**src/include/psq_pkg.sv**
```systemverilog
// Constants and carrier types of the press stroke sequencer
// ==========================================================
// What this block does
// - Run at the speed paired with the last of six angles passed.
// - An angle of exactly 360 degrees is unused.
// - Single stroke: after the creep angle, command creep speed.
// - Single stroke: after the stop angle, do a normal stop.
// - Add a 0-360 degree offset to the resolver position.
// - Clamp every speed to max RPM divided by gear ratio.
// - Ramp at auto, inch and stop rates; a rate of 200 or more steps at once.
// - Keep the active fault and four earlier ones, each readable.
// - Clear request clears the active fault, else erases the history.
// - Brake contactor lost beyond its time raises 229.
// - Enables and clutch-on must meet in a window: else 210, 213, 208.
// - While running, lost clutch-on 208, lost contactor 218; outside stop, stray contactor 209.
// - Stop: contactor release taking too long raises 223.
// - Stop: contactor still closed past the short limit after release raises 225.
// - Jog commands changed while engaged or illegal raise 211, 212, 317-319.
// - Clutch over rating raises 315, brake over rating 316.
// - Both currents above 20% too long raises 314.
// - Clutch current above its percentage too long raises 320.
// - Brake current above its percentage too long raises 321.
// - Speed above setpoint by a percentage too long raises 101.
// - Speed below setpoint by a margin too long raises 313.
// - After stop, release contactor after a delay; clutch-on loss overrides.
// - Fault reset during coil cool-down raises a new fault.
package psq_pkg;
  localparam int CLK_PERIOD_NS = 25;
  localparam int MS_NS = 1000000;
  localparam int CYC_PER_MS = MS_NS / CLK_PERIOD_NS;
  localparam int NUM_PAIRS = 6;
  localparam int HIST = 5;
  localparam int NUM_TMR = 21;
  localparam logic [8:0] DEG_FULL = 9'h168;
  localparam logic [7:0] RATE_STEP = 8'hC8;
  localparam logic [8:0] PCT_FULL = 9'h064;
  localparam logic [8:0] PCT_OVERLAP = 9'h014;
  localparam logic [8:0] F_CL_COOL = 9'h0E3;
  localparam logic [8:0] F_BR_COOL = 9'h0E4;
  localparam logic [8:0] F_CL_OVER = 9'h13B;
  localparam logic [8:0] F_BR_OVER = 9'h13C;
  localparam logic [8:0] F_CL_LONG = 9'h140;
  localparam logic [8:0] F_BR_LONG = 9'h141;
  // Fault code of each timer, index 20 first
  localparam logic [NUM_TMR-1:0][8:0] TMR_CODE = {
    9'h139, 9'h065, F_BR_LONG, F_CL_LONG, 9'h13A, F_BR_OVER, F_CL_OVER,
    9'h13F, 9'h13E, 9'h13D, 9'h0D4, 9'h0D3, 9'h0E1, 9'h0DF,
    9'h0D1, 9'h0DA, 9'h0D0, 9'h0D0, 9'h0D5, 9'h0D2, 9'h0E5};

  typedef struct packed {
    logic enable_lo;
    logic enable_hi;
    logic clutch_on;
    logic inch;
    logic micro_inch;
    logic reverse;
    logic continuous;
    logic fault_reset;
    logic contactor_fb;
    logic brake_contactor_fb;
  } psq_pins_type;

  typedef struct packed {
    logic [NUM_PAIRS-1:0][8:0] angle;
    logic [NUM_PAIRS-1:0][11:0] speed;
    logic [8:0] creep_angle;
    logic [11:0] creep_speed;
    logic [8:0] stop_angle;
    logic [8:0] offset;
    logic [7:0] gear;
    logic [15:0] max_rpm;
    logic [11:0] inch_speed;
    logic [11:0] micro_speed;
  } psq_profile_type;

  typedef struct packed {
    logic [7:0] auto_acc;
    logic [7:0] auto_dec;
    logic [7:0] inch_acc;
    logic [7:0] inch_dec;
    logic [7:0] stop_dec;
  } psq_rate_type;

  typedef struct packed {
    logic [15:0] stop_contactor_loss_time;
    logic [15:0] start_handshake_window;
    logic [15:0] run_signal_loss_time;
    logic [15:0] contactor_release_long_limit;
    logic [15:0] contactor_release_short_limit;
    logic [15:0] jog_command_change_time;
    logic [15:0] engage_overcurrent_time;
    logic [15:0] stop_overcurrent_time;
    logic [15:0] coil_overlap_time;
    logic [15:0] engage_current_long_time;
    logic [15:0] stop_current_long_time;
    logic [15:0] overspeed_trip_time;
    logic [15:0] underspeed_trip_time;
    logic [15:0] contactor_release_delay;
    logic [15:0] clutch_cool_time;
    logic [15:0] brake_cool_time;
    logic [7:0] engage_long_pct;
    logic [7:0] stop_long_pct;
    logic [7:0] overspeed_pct;
    logic [7:0] underspeed_pct;
  } psq_times_type;

  typedef struct packed {
    logic [15:0] clutch_cur;
    logic [15:0] clutch_rating;
    logic [15:0] brake_cur;
    logic [15:0] brake_rating;
    logic [11:0] speed;
  } psq_meas_type;

  typedef enum logic [1:0] {ST_IDLE, ST_RUN, ST_STOP} psq_state_type;
endpackage
```
**src/core/psq_core.sv**
```systemverilog
// Stroke sequencing, speed ramping and fault supervision of the press drive
`timescale 1ns/10ps
module psq_core #(
  parameter int P_CYC_PER_MS = psq_pkg::CYC_PER_MS
) (
  // Clock and control
  input wire logic i_clk,
  input wire logic i_rst,
  input wire logic i_ce,
  // Press control pins
  input wire psq_pkg::psq_pins_type i_pins,
  // Position and measurements
  input wire logic [8:0] i_resolver_deg,
  input wire psq_pkg::psq_meas_type i_meas,
  // Settings
  input wire psq_pkg::psq_profile_type i_profile,
  input wire psq_pkg::psq_rate_type i_rates,
  input wire psq_pkg::psq_times_type i_times,
  input wire logic i_clear_fault,
  // Drive outputs
  output logic [8:0] o_position,
  output logic [11:0] o_setpoint,
  output logic o_clutch_contactor,
  output logic o_normal_stop,
  // Fault record
  output logic o_fault_active,
  output logic [psq_pkg::HIST-1:0][8:0] o_fault_hist
);
  import psq_pkg::*;

  localparam int MSW = $clog2(P_CYC_PER_MS);

  function automatic logic [8:0] wrap_deg(input logic [9:0] s);
    wrap_deg = (s >= {1'b0, DEG_FULL}) ? 9'(s - {1'b0, DEG_FULL}) : s[8:0];
  endfunction

  function automatic logic crossed(input logic [8:0] p, input logic [8:0] c,
                                   input logic [8:0] a);
    crossed = (p <= c) ? (a > p && a <= c) : (a > p || a <= c);
  endfunction

  function automatic logic [24:0] scale(input logic [15:0] v, input logic [8:0] p);
    scale = 25'(v) * 25'(p);
  endfunction

  psq_pins_type sync1, s, s_snap;
  psq_state_type state;
  logic [MSW-1:0] ms_cnt;
  logic tick, jog, single, all_on, pend, engaged, released, stop_hit;
  logic [8:0] prev_pos, best_ang, top_ang;
  logic [11:0] best_spd, top_spd, sel_spd, base, tgt, rate_ext;
  logic best_hit, any_ang, creep_seen, up;
  logic [15:0] max_spm, stop_ms, clutch_cool, brake_cool;
  logic [7:0] rate;
  logic [NUM_TMR-1:0] cond, fired, hit_sel;
  logic [NUM_TMR-1:0][15:0] lim, tcnt;
  logic t_hit, cool_hit, raise, fr_prev, clr_prev, fr_edge, clr_edge;
  logic [8:0] t_code, new_code;

  // ==========================================================
  // Pin synchronisers and ms timebase
  always_ff @(posedge i_clk) begin
    if (i_rst) begin
      sync1 <= '0;
      s <= '0;
    end else if (i_ce) begin
      sync1 <= i_pins;
      s <= sync1;
    end
  end

  always_ff @(posedge i_clk) begin
    if (i_rst) begin
      ms_cnt <= '0;
    end else if (i_ce) begin
      ms_cnt <= tick ? '0 : ms_cnt + MSW'(1);
    end
  end

  assign tick = i_ce && (ms_cnt == MSW'(P_CYC_PER_MS - 1));
  assign jog = s.inch || s.micro_inch;
  assign single = !s.continuous && !jog;
  assign all_on = s.enable_lo && s.enable_hi && s.clutch_on;
  assign engaged = (state == ST_RUN);
  assign pend = (state == ST_IDLE) && (s.enable_lo || s.enable_hi || s.clutch_on) && !all_on;

  // ==========================================================
  // Position and speed selection
  always_ff @(posedge i_clk) begin
    if (i_rst) begin
      o_position <= '0;
      prev_pos <= '0;
    end else if (i_ce) begin
      o_position <= wrap_deg({1'b0, i_resolver_deg} + {1'b0, i_profile.offset});
      prev_pos <= o_position;
    end
  end

  always_comb begin
    best_hit = 1'b0;
    any_ang = 1'b0;
    best_ang = '0;
    top_ang = '0;
    best_spd = '0;
    top_spd = '0;
    for (int k = 0; k < NUM_PAIRS; k++) begin
      if (i_profile.angle[k] < DEG_FULL) begin
        if (!any_ang || i_profile.angle[k] >= top_ang) begin
          top_ang = i_profile.angle[k];
          top_spd = i_profile.speed[k];
        end
        any_ang = 1'b1;
        if (i_profile.angle[k] <= o_position && (!best_hit || i_profile.angle[k] >= best_ang)) begin
          best_hit = 1'b1;
          best_ang = i_profile.angle[k];
          best_spd = i_profile.speed[k];
        end
      end
    end
    sel_spd = best_hit ? best_spd : top_spd;
  end

  assign stop_hit = engaged && single && crossed(prev_pos, o_position, i_profile.stop_angle);

  always_ff @(posedge i_clk) begin
    if (i_rst) begin
      creep_seen <= 1'b0;
    end else if (i_ce) begin
      if (!engaged) begin
        creep_seen <= 1'b0;
      end else if (single && crossed(prev_pos, o_position, i_profile.creep_angle)) begin
        creep_seen <= 1'b1;
      end
    end
  end

  always_comb begin
    max_spm = (i_profile.gear == 8'h00) ? i_profile.max_rpm
            : i_profile.max_rpm / {8'h00, i_profile.gear};
    base = '0;
    if (engaged) begin
      if (s.micro_inch) begin
        base = i_profile.micro_speed;
      end else if (s.inch) begin
        base = i_profile.inch_speed;
      end else if (single && creep_seen) begin
        base = i_profile.creep_speed;
      end else begin
        base = sel_spd;
      end
    end
    tgt = ({4'h0, base} > max_spm) ? max_spm[11:0] : base;
  end

  // ==========================================================
  // Run and stop sequence
  always_ff @(posedge i_clk) begin
    if (i_rst) begin
      state <= ST_IDLE;
      s_snap <= '0;
    end else if (i_ce) begin
      unique case (state)
        ST_IDLE: if (all_on && !o_fault_active) begin
          state <= ST_RUN;
          s_snap <= s;
        end
        ST_RUN: if (!s.enable_lo || !s.enable_hi || raise || stop_hit) begin
          state <= ST_STOP;
        end
        ST_STOP: if (released && !s.contactor_fb && !(s.enable_lo && s.enable_hi)) begin
          state <= ST_IDLE;
        end
      endcase
    end
  end

  always_ff @(posedge i_clk) begin
    if (i_rst) begin
      stop_ms <= '0;
    end else if (i_ce) begin
      if (state != ST_STOP) begin
        stop_ms <= '0;
      end else if (tick && stop_ms < i_times.contactor_release_delay) begin
        stop_ms <= stop_ms + 16'h0001;
      end
    end
  end

  assign released = (state == ST_STOP)
                 && (stop_ms >= i_times.contactor_release_delay || !s.clutch_on);
  assign o_clutch_contactor = engaged || (state == ST_STOP && !released);
  assign o_normal_stop = (state == ST_STOP);

  // ==========================================================
  // Setpoint ramp
  assign up = tgt > o_setpoint;
  assign rate_ext = {4'h0, rate};

  always_comb begin
    if (state == ST_STOP) begin
      rate = i_rates.stop_dec;
    end else if (jog) begin
      rate = up ? i_rates.inch_acc : i_rates.inch_dec;
    end else begin
      rate = up ? i_rates.auto_acc : i_rates.auto_dec;
    end
  end

  always_ff @(posedge i_clk) begin
    if (i_rst) begin
      o_setpoint <= '0;
    end else if (tick) begin
      if (rate >= RATE_STEP) begin
        o_setpoint <= tgt;
      end else if (up) begin
        o_setpoint <= (tgt - o_setpoint > rate_ext) ? o_setpoint + rate_ext : tgt;
      end else begin
        o_setpoint <= (o_setpoint - tgt > rate_ext) ? o_setpoint - rate_ext : tgt;
      end
    end
  end

  // ==========================================================
  // Fault timers
  always_comb begin
    cond[0] = !s.brake_contactor_fb;
    cond[1] = pend && !s.enable_lo;
    cond[2] = pend && !s.enable_hi;
    cond[3] = pend && !s.clutch_on;
    cond[4] = engaged && !s.clutch_on;
    cond[5] = engaged && !s.contactor_fb;
    cond[6] = (state != ST_STOP) && s.contactor_fb && !s.clutch_on;
    cond[7] = (state == ST_STOP) && s.contactor_fb;
    cond[8] = released && s.contactor_fb;
    cond[9] = s.inch && s.micro_inch;
    cond[10] = s.reverse && !jog;
    cond[11] = engaged && (s.inch != s_snap.inch);
    cond[12] = engaged && (s.micro_inch != s_snap.micro_inch);
    cond[13] = engaged && (s.reverse != s_snap.reverse);
    cond[14] = i_meas.clutch_cur > i_meas.clutch_rating;
    cond[15] = i_meas.brake_cur > i_meas.brake_rating;
    cond[16] = scale(i_meas.clutch_cur, PCT_FULL) > scale(i_meas.clutch_rating, PCT_OVERLAP)
            && scale(i_meas.brake_cur, PCT_FULL) > scale(i_meas.brake_rating, PCT_OVERLAP);
    cond[17] = scale(i_meas.clutch_cur, PCT_FULL)
             > scale(i_meas.clutch_rating, {1'b0, i_times.engage_long_pct});
    cond[18] = scale(i_meas.brake_cur, PCT_FULL)
             > scale(i_meas.brake_rating, {1'b0, i_times.stop_long_pct});
    cond[19] = engaged && scale({4'h0, i_meas.speed}, PCT_FULL)
             > scale({4'h0, o_setpoint}, PCT_FULL + {1'b0, i_times.overspeed_pct});
    cond[20] = engaged && scale({4'h0, i_meas.speed}, PCT_FULL)
             < scale({4'h0, o_setpoint}, PCT_FULL - {1'b0, i_times.underspeed_pct});
    lim[0] = i_times.stop_contactor_loss_time;
    lim[1] = i_times.start_handshake_window;
    lim[2] = i_times.start_handshake_window;
    lim[3] = i_times.start_handshake_window;
    lim[4] = i_times.run_signal_loss_time;
    lim[5] = i_times.run_signal_loss_time;
    lim[6] = i_times.run_signal_loss_time;
    lim[7] = i_times.contactor_release_long_limit;
    lim[8] = i_times.contactor_release_short_limit;
    for (int k = 9; k < 14; k++) begin
      lim[k] = i_times.jog_command_change_time;
    end
    lim[14] = i_times.engage_overcurrent_time;
    lim[15] = i_times.stop_overcurrent_time;
    lim[16] = i_times.coil_overlap_time;
    lim[17] = i_times.engage_current_long_time;
    lim[18] = i_times.stop_current_long_time;
    lim[19] = i_times.overspeed_trip_time;
    lim[20] = i_times.underspeed_trip_time;
  end

  always_comb begin
    t_hit = 1'b0;
    t_code = '0;
    hit_sel = '0;
    for (int k = NUM_TMR - 1; k >= 0; k--) begin
      if (tick && cond[k] && !fired[k] && tcnt[k] >= lim[k]) begin
        t_hit = 1'b1;
        t_code = TMR_CODE[k];
        hit_sel = '0;
        hit_sel[k] = 1'b1;
      end
    end
  end

  always_ff @(posedge i_clk) begin
    if (i_rst) begin
      tcnt <= '0;
      fired <= '0;
    end else if (tick) begin
      for (int k = 0; k < NUM_TMR; k++) begin
        if (!cond[k]) begin
          tcnt[k] <= '0;
          fired[k] <= 1'b0;
        end else begin
          if (tcnt[k] < lim[k]) begin
            tcnt[k] <= tcnt[k] + 16'h0001;
          end
          if (hit_sel[k]) begin
            fired[k] <= 1'b1;
          end
        end
      end
    end
  end

  // ==========================================================
  // Cool-down and fault record
  assign fr_edge = i_ce && s.fault_reset && !fr_prev;
  assign clr_edge = i_ce && i_clear_fault && !clr_prev;
  assign cool_hit = fr_edge && (clutch_cool != '0 || brake_cool != '0);
  assign raise = t_hit || cool_hit;
  assign new_code = t_hit ? t_code : ((clutch_cool != '0) ? F_CL_COOL : F_BR_COOL);

  always_ff @(posedge i_clk) begin
    if (i_rst) begin
      clutch_cool <= '0;
      brake_cool <= '0;
      fr_prev <= 1'b0;
      clr_prev <= 1'b0;
    end else if (i_ce) begin
      fr_prev <= s.fault_reset;
      clr_prev <= i_clear_fault;
      if (t_hit && (t_code == F_CL_OVER || t_code == F_CL_LONG)) begin
        clutch_cool <= i_times.clutch_cool_time;
      end else if (tick && clutch_cool != '0) begin
        clutch_cool <= clutch_cool - 16'h0001;
      end
      if (t_hit && (t_code == F_BR_OVER || t_code == F_BR_LONG)) begin
        brake_cool <= i_times.brake_cool_time;
      end else if (tick && brake_cool != '0) begin
        brake_cool <= brake_cool - 16'h0001;
      end
    end
  end

  always_ff @(posedge i_clk) begin
    if (i_rst) begin
      o_fault_hist <= '0;
      o_fault_active <= 1'b0;
    end else if (raise) begin
      o_fault_hist <= {o_fault_hist[HIST-2:0], new_code};
      o_fault_active <= 1'b1;
    end else if (clr_edge || fr_edge) begin
      if (o_fault_active) begin
        o_fault_active <= 1'b0;
      end else if (clr_edge) begin
        o_fault_hist <= '0;
      end
    end
  end

  // ==========================================================
  // Checks
  a_pos_range: assert property (@(posedge i_clk) disable iff (i_rst)
    o_position < DEG_FULL) else $error("position out of range");
  a_spm_clamp: assert property (@(posedge i_clk) disable iff (i_rst)
    {4'h0, tgt} <= max_spm || max_spm > 16'h0FFF) else $error("target above max");
  a_step_rate: assert property (@(posedge i_clk) disable iff (i_rst)
    tick && rate >= RATE_STEP |=> o_setpoint == $past(tgt)) else $error("no step");
  a_hist_shift: assert property (@(posedge i_clk) disable iff (i_rst)
    raise |=> o_fault_hist[0] == $past(new_code) && o_fault_hist[4] == $past(o_fault_hist[3])
    && o_fault_active) else $error("history shift wrong");
  a_clear_hist: assert property (@(posedge i_clk) disable iff (i_rst)
    clr_edge && !o_fault_active && !raise |=> o_fault_hist == '0) else $error("not erased");
  a_clear_act: assert property (@(posedge i_clk) disable iff (i_rst)
    clr_edge && o_fault_active && !raise |=> !o_fault_active && $stable(o_fault_hist))
    else $error("active not cleared");
  a_run_needs: assert property (@(posedge i_clk) disable iff (i_rst)
    state == ST_IDLE && i_ce && all_on && !o_fault_active |=> engaged) else $error("no run");
  a_release: assert property (@(posedge i_clk) disable iff (i_rst)
    state == ST_STOP && !s.clutch_on |-> !o_clutch_contactor) else $error("contactor held");
  a_cool_fault: assert property (@(posedge i_clk) disable iff (i_rst)
    cool_hit && !t_hit && clutch_cool != '0 |=> o_fault_hist[0] == F_CL_COOL && o_fault_active)
    else $error("cool-down fault missing");
  a_fire_once: assert property (@(posedge i_clk) disable iff (i_rst)
    t_hit && hit_sel[0] |=> fired[0] || !$past(cond[0])) else $error("timer refires");
endmodule

```
**config.mk**
```make
export PLATFORM = sky130hd
export DESIGN_NAME = psq_core
export DESIGN_NICKNAME = d
export VERILOG_FILES = /design/src/include/psq_pkg.sv /design/src/core/psq_core.sv
export SDC_FILE = /design/constraint.sdc
export NUM_CORES = 2
export LEC_CHECK = 0
export ABC_CLOCK_PERIOD_IN_PS = 46600
export BUFFER_PORTS_ARGS = -buffer_cell sky130_fd_sc_hd__buf_4
export CAP_MARGIN = 5
export CORE_UTILIZATION = 55
export CTS_BUF_LIST = sky130_fd_sc_hd__clkbuf_8
export DETAILED_ROUTE_END_ITERATION = 16
export MAX_ROUTING_LAYER = met4
export PLACE_DENSITY = 0.86
export SYNTH_ARGS = -nofsm -noshare
export SYNTH_HDL_FRONTEND = slang
export SYNTH_SLANG_ARGS = --single-unit
```
**constraint.sdc**
```tcl
create_clock -name i_clk -period 46.6 [get_ports i_clk]
set_input_delay 6.99 -clock i_clk [delete_from_list [all_inputs] [get_ports i_clk]]
set_output_delay 6.99 -clock i_clk [all_outputs]
set_load 0.01 [all_outputs]
```
# After elaboration in Yosys (flattened, before gate mapping)
# Cells that the tools add are included.
[classes]
reduce_logical = 241
n_mux = 245
order_cmp = 85
div_mod_pow = 1
addsub = 33
n_eq_ne = 56
mul = 9
[op_table]
columns = ["operator", "count"]
rows = [
  ["16-bit two-way mux", 50],
  ["21-bit two-way mux", 21],
  ["12-bit two-way mux", 33],
  ["9-bit two-way mux", 42],
  ["16-bit by 1-bit adder with 16-bit output, second input constant", 23],
  ["16-bit greater-or-equal comparator", 22],
  ["16-bit < comparator", 22],
  ["45-bit two-way mux", 4],
  ["1-bit logical AND", 112],
  ["2-bit AND reduction", 46],
  ["9-bit greater-or-equal comparator", 10],
  ["2-bit by 1-bit != test with 1-bit output, second input constant", 45],
  ["1-bit two-way mux", 86],
  ["9-bit <= comparator", 9],
  ["9-bit < comparator, second input constant", 6],
  ["23-bit by 24-bit greater-than comparator with 1-bit output", 2],
  ["16-bit by 8-bit multiplier with 24-bit output", 2],
  ["23-bit by 21-bit greater-than comparator with 1-bit output", 2],
  ["1-bit zero test", 44],
  ["12-bit by 9-bit multiplier with 21-bit output", 2],
  ["16-bit by 5-bit multiplier with 21-bit output, second input constant", 2],
  ["16-bit by 3-bit multiplier with 19-bit output, second input constant", 2],
  ["9-bit equality test, second input constant", 4],
  ["16-bit greater-than comparator", 2],
  ["34 further kinds", 77],
]
[word_totals]
regBits = 525
out_inout_bits = 69
input_bits = 640
elab_cells = 752

# Logic depth before layout (Yosys ltp)
[depth]
word_depth = 43
ltp_mapped = 202
ltp_nobuf = 192

# Least setup slack after synthesis
# No wires, ideal clock.
[synth_timing]
path_kind = "input to register"
start = "input i_profile[47] in the netlist's numbering"
end = "register o_setpoint[11]"
slack_ps = 3018
path_buffers = 14
cell_stages = 187
setup_ps = 123
t_required_ps = 46477
arrival_ps = 43459
cell_sequence = "buf_2 or4_1 buf_2 nor2_1 a21oi_1 ha_1 a21oi_1 or4b_1 nand2_1 ha_1 a21oi_1 a211oi_1 mux2i_1 inv_1 ha_1 o211a_1 a2111oi_0 nor3_1 [... 151 more ...] a21oi_1 clkbuf_1 mux4_2 mux2i_1 ha_1 and4_1 a21oi_1 nand2_1 a211oi_1 o21ai_0 o21ai_0 o2bb2ai_1 clkbuf_1 a21o_1 nor2_1 or2_2 a41oi_1 o21ai_0"
[synth_via]
elab_chain_cells = 12
elab_cells_between_ends = 21
cone_classes = "add/sub: 4; div: 1; order compare: 5; mux: 10; reduce/logical: 1"
[synth_lines]
columns = ["element", "line_no", "source"]
rows = [
  ["from (decl)", "psq_core.sv:16", "input wire psq_pkg::psq_profile_type i_profile,"],
  ["16-bit by 8-bit divider with 16-bit output / 8-bit zero test (equally long branches)", "psq_core.sv:139, psq_core.sv:138", ""],
  ["16-bit two-way mux *", "psq_core.sv:138", "max_spm = (i_profile.gear == 8'h00) ? i_profile.max_rpm"],
  ["12-bit by 16-bit greater-than comparator with 1-bit output", "psq_core.sv:152", "tgt = ({4'h0, base} > max_spm) ? max_spm[11:0] : base;"],
  ["12-bit two-way mux *", "psq_core.sv:152", ""],
  ["12-bit greater-than comparator", "psq_core.sv:196", "assign up = tgt > o_setpoint;"],
  ["8-bit two-way mux (on tied branches)", "psq_core.sv:205, psq_core.sv:203", ""],
  ["8-bit two-way mux", "psq_core.sv:202", "end else if (jog) begin"],
  ["8-bit two-way mux", "psq_core.sv:200", "if (state == ST_STOP) begin"],
  ["12-bit by 8-bit subtractor with 12-bit output (tied with other cells)", "psq_core.sv:218", "o_setpoint <= (o_setpoint - tgt > rate_ext) ? o_setpoint - rate_ext : tgt;"],
  ["12-bit two-way mux (on tied branches)", "psq_core.sv:218, psq_core.sv:216", ""],
  ["12-bit two-way mux", "psq_core.sv:215", "end else if (up) begin"],
  ["12-bit two-way mux *", "psq_core.sv:213", "if (rate >= RATE_STEP) begin"],
  ["to (signal assigned)", "psq_core.sv:214", "o_setpoint <= tgt;"],
  ["to (signal assigned)", "psq_core.sv:216", "o_setpoint <= (tgt - o_setpoint > rate_ext) ? o_setpoint + rate_ext : tgt;"],
  ["to (signal assigned)", "psq_core.sv:218", ""],
  ["to (decl)", "psq_core.sv:22", "output logic [11:0] o_setpoint,"],
]
# Mark *: on every way between the ends. The rest lies on a longest branch, timed or not.
# A chain may end at the register's enable or synchronous reset.

# Worst setup path after layout
[layout_timing]
start = "input i_profile[44] in the netlist's numbering"
end = "register o_setpoint[8]"
# The elaborated chain is that of the path after synthesis.

==> flow_summary.yaml <==
outcome:
  status: "completed"
sta:
  min_period_over_period: 0.939
  skew_ps: 63.0
  worstMarginPinSlew_ps: 1230
  relSlewSlack: 0.179
  setup_tns_ps: 0
  whs_ps: 479
  setup_viol: 0
  finalHoldViolations: 0
  slew_viol_final: 0
  fin_crit_ps: 43750
  rsz0062_at_grt: "false"
  fmax_ghz: 0.0229
logic_synthesis:
  ys_ff_latch: 525
  synth_top_cell_by_area: "ha_1"
  synth_compound_area_frac: 0.180
  async_flop_share: 0
  ys_types: 104
  syn-num-nets: 11300
  avgSynthCellArea_um2: 7.84
  ys_seq_area_frac: 0.147
  synth_top_area_share: 0.220
  synth_adder_area_share: 0.317
  synthSimpleGateAreaFrac: 0.208
  synth_ff_type: "dfxtp_1"
  synth_area_mm2: 0.0713
  synth_xor_xnor_area_share: 0.0476
  muxShareOfSynthArea: 0.0277
  synth_edf_count: 0
  syn_inst: 9096
  synth_area_leaders: "ha_1, dfxtp_1, fa_1"
  synth_top_family_by_area: "adder cells"
  yosys_warnings: 0
critical_path:
  worstSetupStartpointType: "primary input"
  r2r_slack_ps: 21390
  crit_end: "o_setpoint[8]"
  cp_top_family: "compound AO/OA/AOI/OAI gates"
  cpMostUsedCell: "o21a_1"
  critPathKind: "in2reg"
  reg2reg_depth: 124
  required_ps: 47200
  path_buf_inv: 12
  endpoint_kind: "flop"
  crit_start: "i_profile[44]"
  r2r-start: "o_position[1]"
  worstReg2RegEnd: "o_setpoint[8]"
  path_depth: 182
  worstPathMaxFanout: 11
  cp_slowest_cell: "or4_1"
  slowest_delay_ps: 670
  arrival_ps: 44350
routing:
  vias: 70500
  wl_per_cell_um: 20.8
  post_drt_via_cell_ratio: 6.03
  drc_errors: 0
  dr.pass1.iters: 8
  antenna_left: 0
  routed_wl_mm: 243
  first_iter_violations: 6030
global_routing:
  grt_pass1_vias: 69200
  grt_max_degree: 166
  grt_pass1_wl_mm: 377
  overflow: 0
  grtUsageTotal: 0.371
  antenna_found_initial: 43
cts:
  root_buffer: "clkbuf_8"
  clk_pin_slew_worst_paths_ps: 70
  cts-htree-levels: 3
  max-clock-path-buffers: 3
  numClockSinks: 525
  cts_tree: "done"
  post_cts_buffers: 0
  cts-buffers-inserted: 86
  clock_latency_ps: 800
floorplan:
  rows: 131
  die_y_um: 362
  die_area_mm2: 0.131
  ios: 709
  die_width_um: 362
  core_area_mm2: 0.128
  start_util: 0.557
placement:
  io_buffers: 708
  gp_congestion: 1.03
  hpwl_mm: 199
run:
  max_cap_viol_count: 0
min_path:
  hold_class: "reg2reg"
cells_and_area:
  synthToLayoutAreaGrowth_pct: 14.6
  drive_gt1_frac: 0.127
  nNetsFinal: 12100
## area by class of cell
cell class / count / area (um2)
flip-flops and latches: 525 / 10500
multi-input cells: 7201 / 55800
fillers: 11000 / 46400
well taps: 1729 / 2160
clock buffers: 109 / 1500
inverters: 1107 / 4160
clock inverters: 44 / 383
repair buffers: 950 / 7150
diodes: 41 / 103
## worst min-delay path by stage
stage / from / endpoint / depth (start not counted) / slack, ps
after floorplan: fired[0] / fired[0] / 2 / 440
after global placement: fired[0] / fired[0] / 2 / 450
after detailed placement: fired[0] / fired[0] / 2 / 470
after CTS: fired[0] / fired[0] / 2 / 480
after global routing: fired[4] / fired[4] / 2 / 500
final: fired[0] / fired[0] / 2 / 480
## layout by cell type, fill, tap and decap left out, types with 96 or more instances in the layout
cell	instances
o21ai_0	453
a21o_1	194
nand2b_1	154
o21a_1	200
or3_1	140
nor2_1	765
nand4_1	178
dfxtp_1	525
ha_1	1257
and2_1	202
mux2i_1	96
xnor2_1	205
nor3_1	150
xor2_1	183
clkbuf_8	110
nor2b_1	168
and3_1	98
nand2_1	790
a21oi_1	589
buf_4	948
inv_1	1125
nand3_1	171
fa_1	345
## stage by stage
stage                util  setup slack (ps)  area, um2  instances
finish              0.638              2850      81800      11700
detailed placement  0.622              1250      79700      11500
floorplan               -              3020      71300       9096
global placement    0.622              2040      79700      11500
global route        0.638              16.1      81800      11700
CTS                 0.636              1870      81600      11700
## flip-flops by register name, indices dropped and copies added (netlist names), 2 cells and up
| register | count |
|---|---|
| state | 2 |
| s_snap | 3 |
| s | 10 |
| sync1 | 10 |
| o_setpoint | 12 |
| stop_ms | 16 |
| brake_cool | 16 |
| clutch_cool | 16 |
| fired | 21 |
| ms_cnt | 16 |
| tcnt | 336 |
| o_position | 9 |
| o_fault_hist | 45 |
| prev_pos | 9 |
## logic make-up after synthesis
group / after synthesis
buf+inv: 1370
mux: 177
compound gates: 2021
simple gates: 3012
xor+xnor: 388
fa+ha+maj: 1603
flops: 525
## metal layers
metal / vias to the layer above / part of all wire / GRT usage
met1: 33700 / 0.41 / 0.455
met5: - / 0 / -
met4: 0 / 0.047 / 0.162
met3: 631 / 0.089 / 0.0738
li1: 33100 / - / -
met2: 3026 / 0.45 / 0.591
## timing repair
item,4_1_cts,5_1_grt
endpoints found under the setup margin,0,12
gates resized for setup,0,21
hold buffers,0,0
## synthesized netlist by cell type, drive strengths merged, types with 183 or more instances
cell and number:
a21o 195, nand2 791, xnor2 205, dfxtp 525, o21a 200, o21ai 479, xor2 183, clkbuf 229
inv 1105, nor2 767, ha 1257, fa 345, and2 204, a21oi 592
## worst register-to-register path, delay by kind of cell (launching register included)
family	cells	cell delay, ps
buffers and inverters	8	1540
multiplexers	3	1030
AO/OA/AOI/OAI	73	15050
AND/OR/NAND/NOR	30	3950
adder cells (fa/ha/maj)	10	3010
flip-flops	1	450
Power is not shown: default switching activity piles up to over one toggle a cycle in this logic, so the estimate is an artifact.
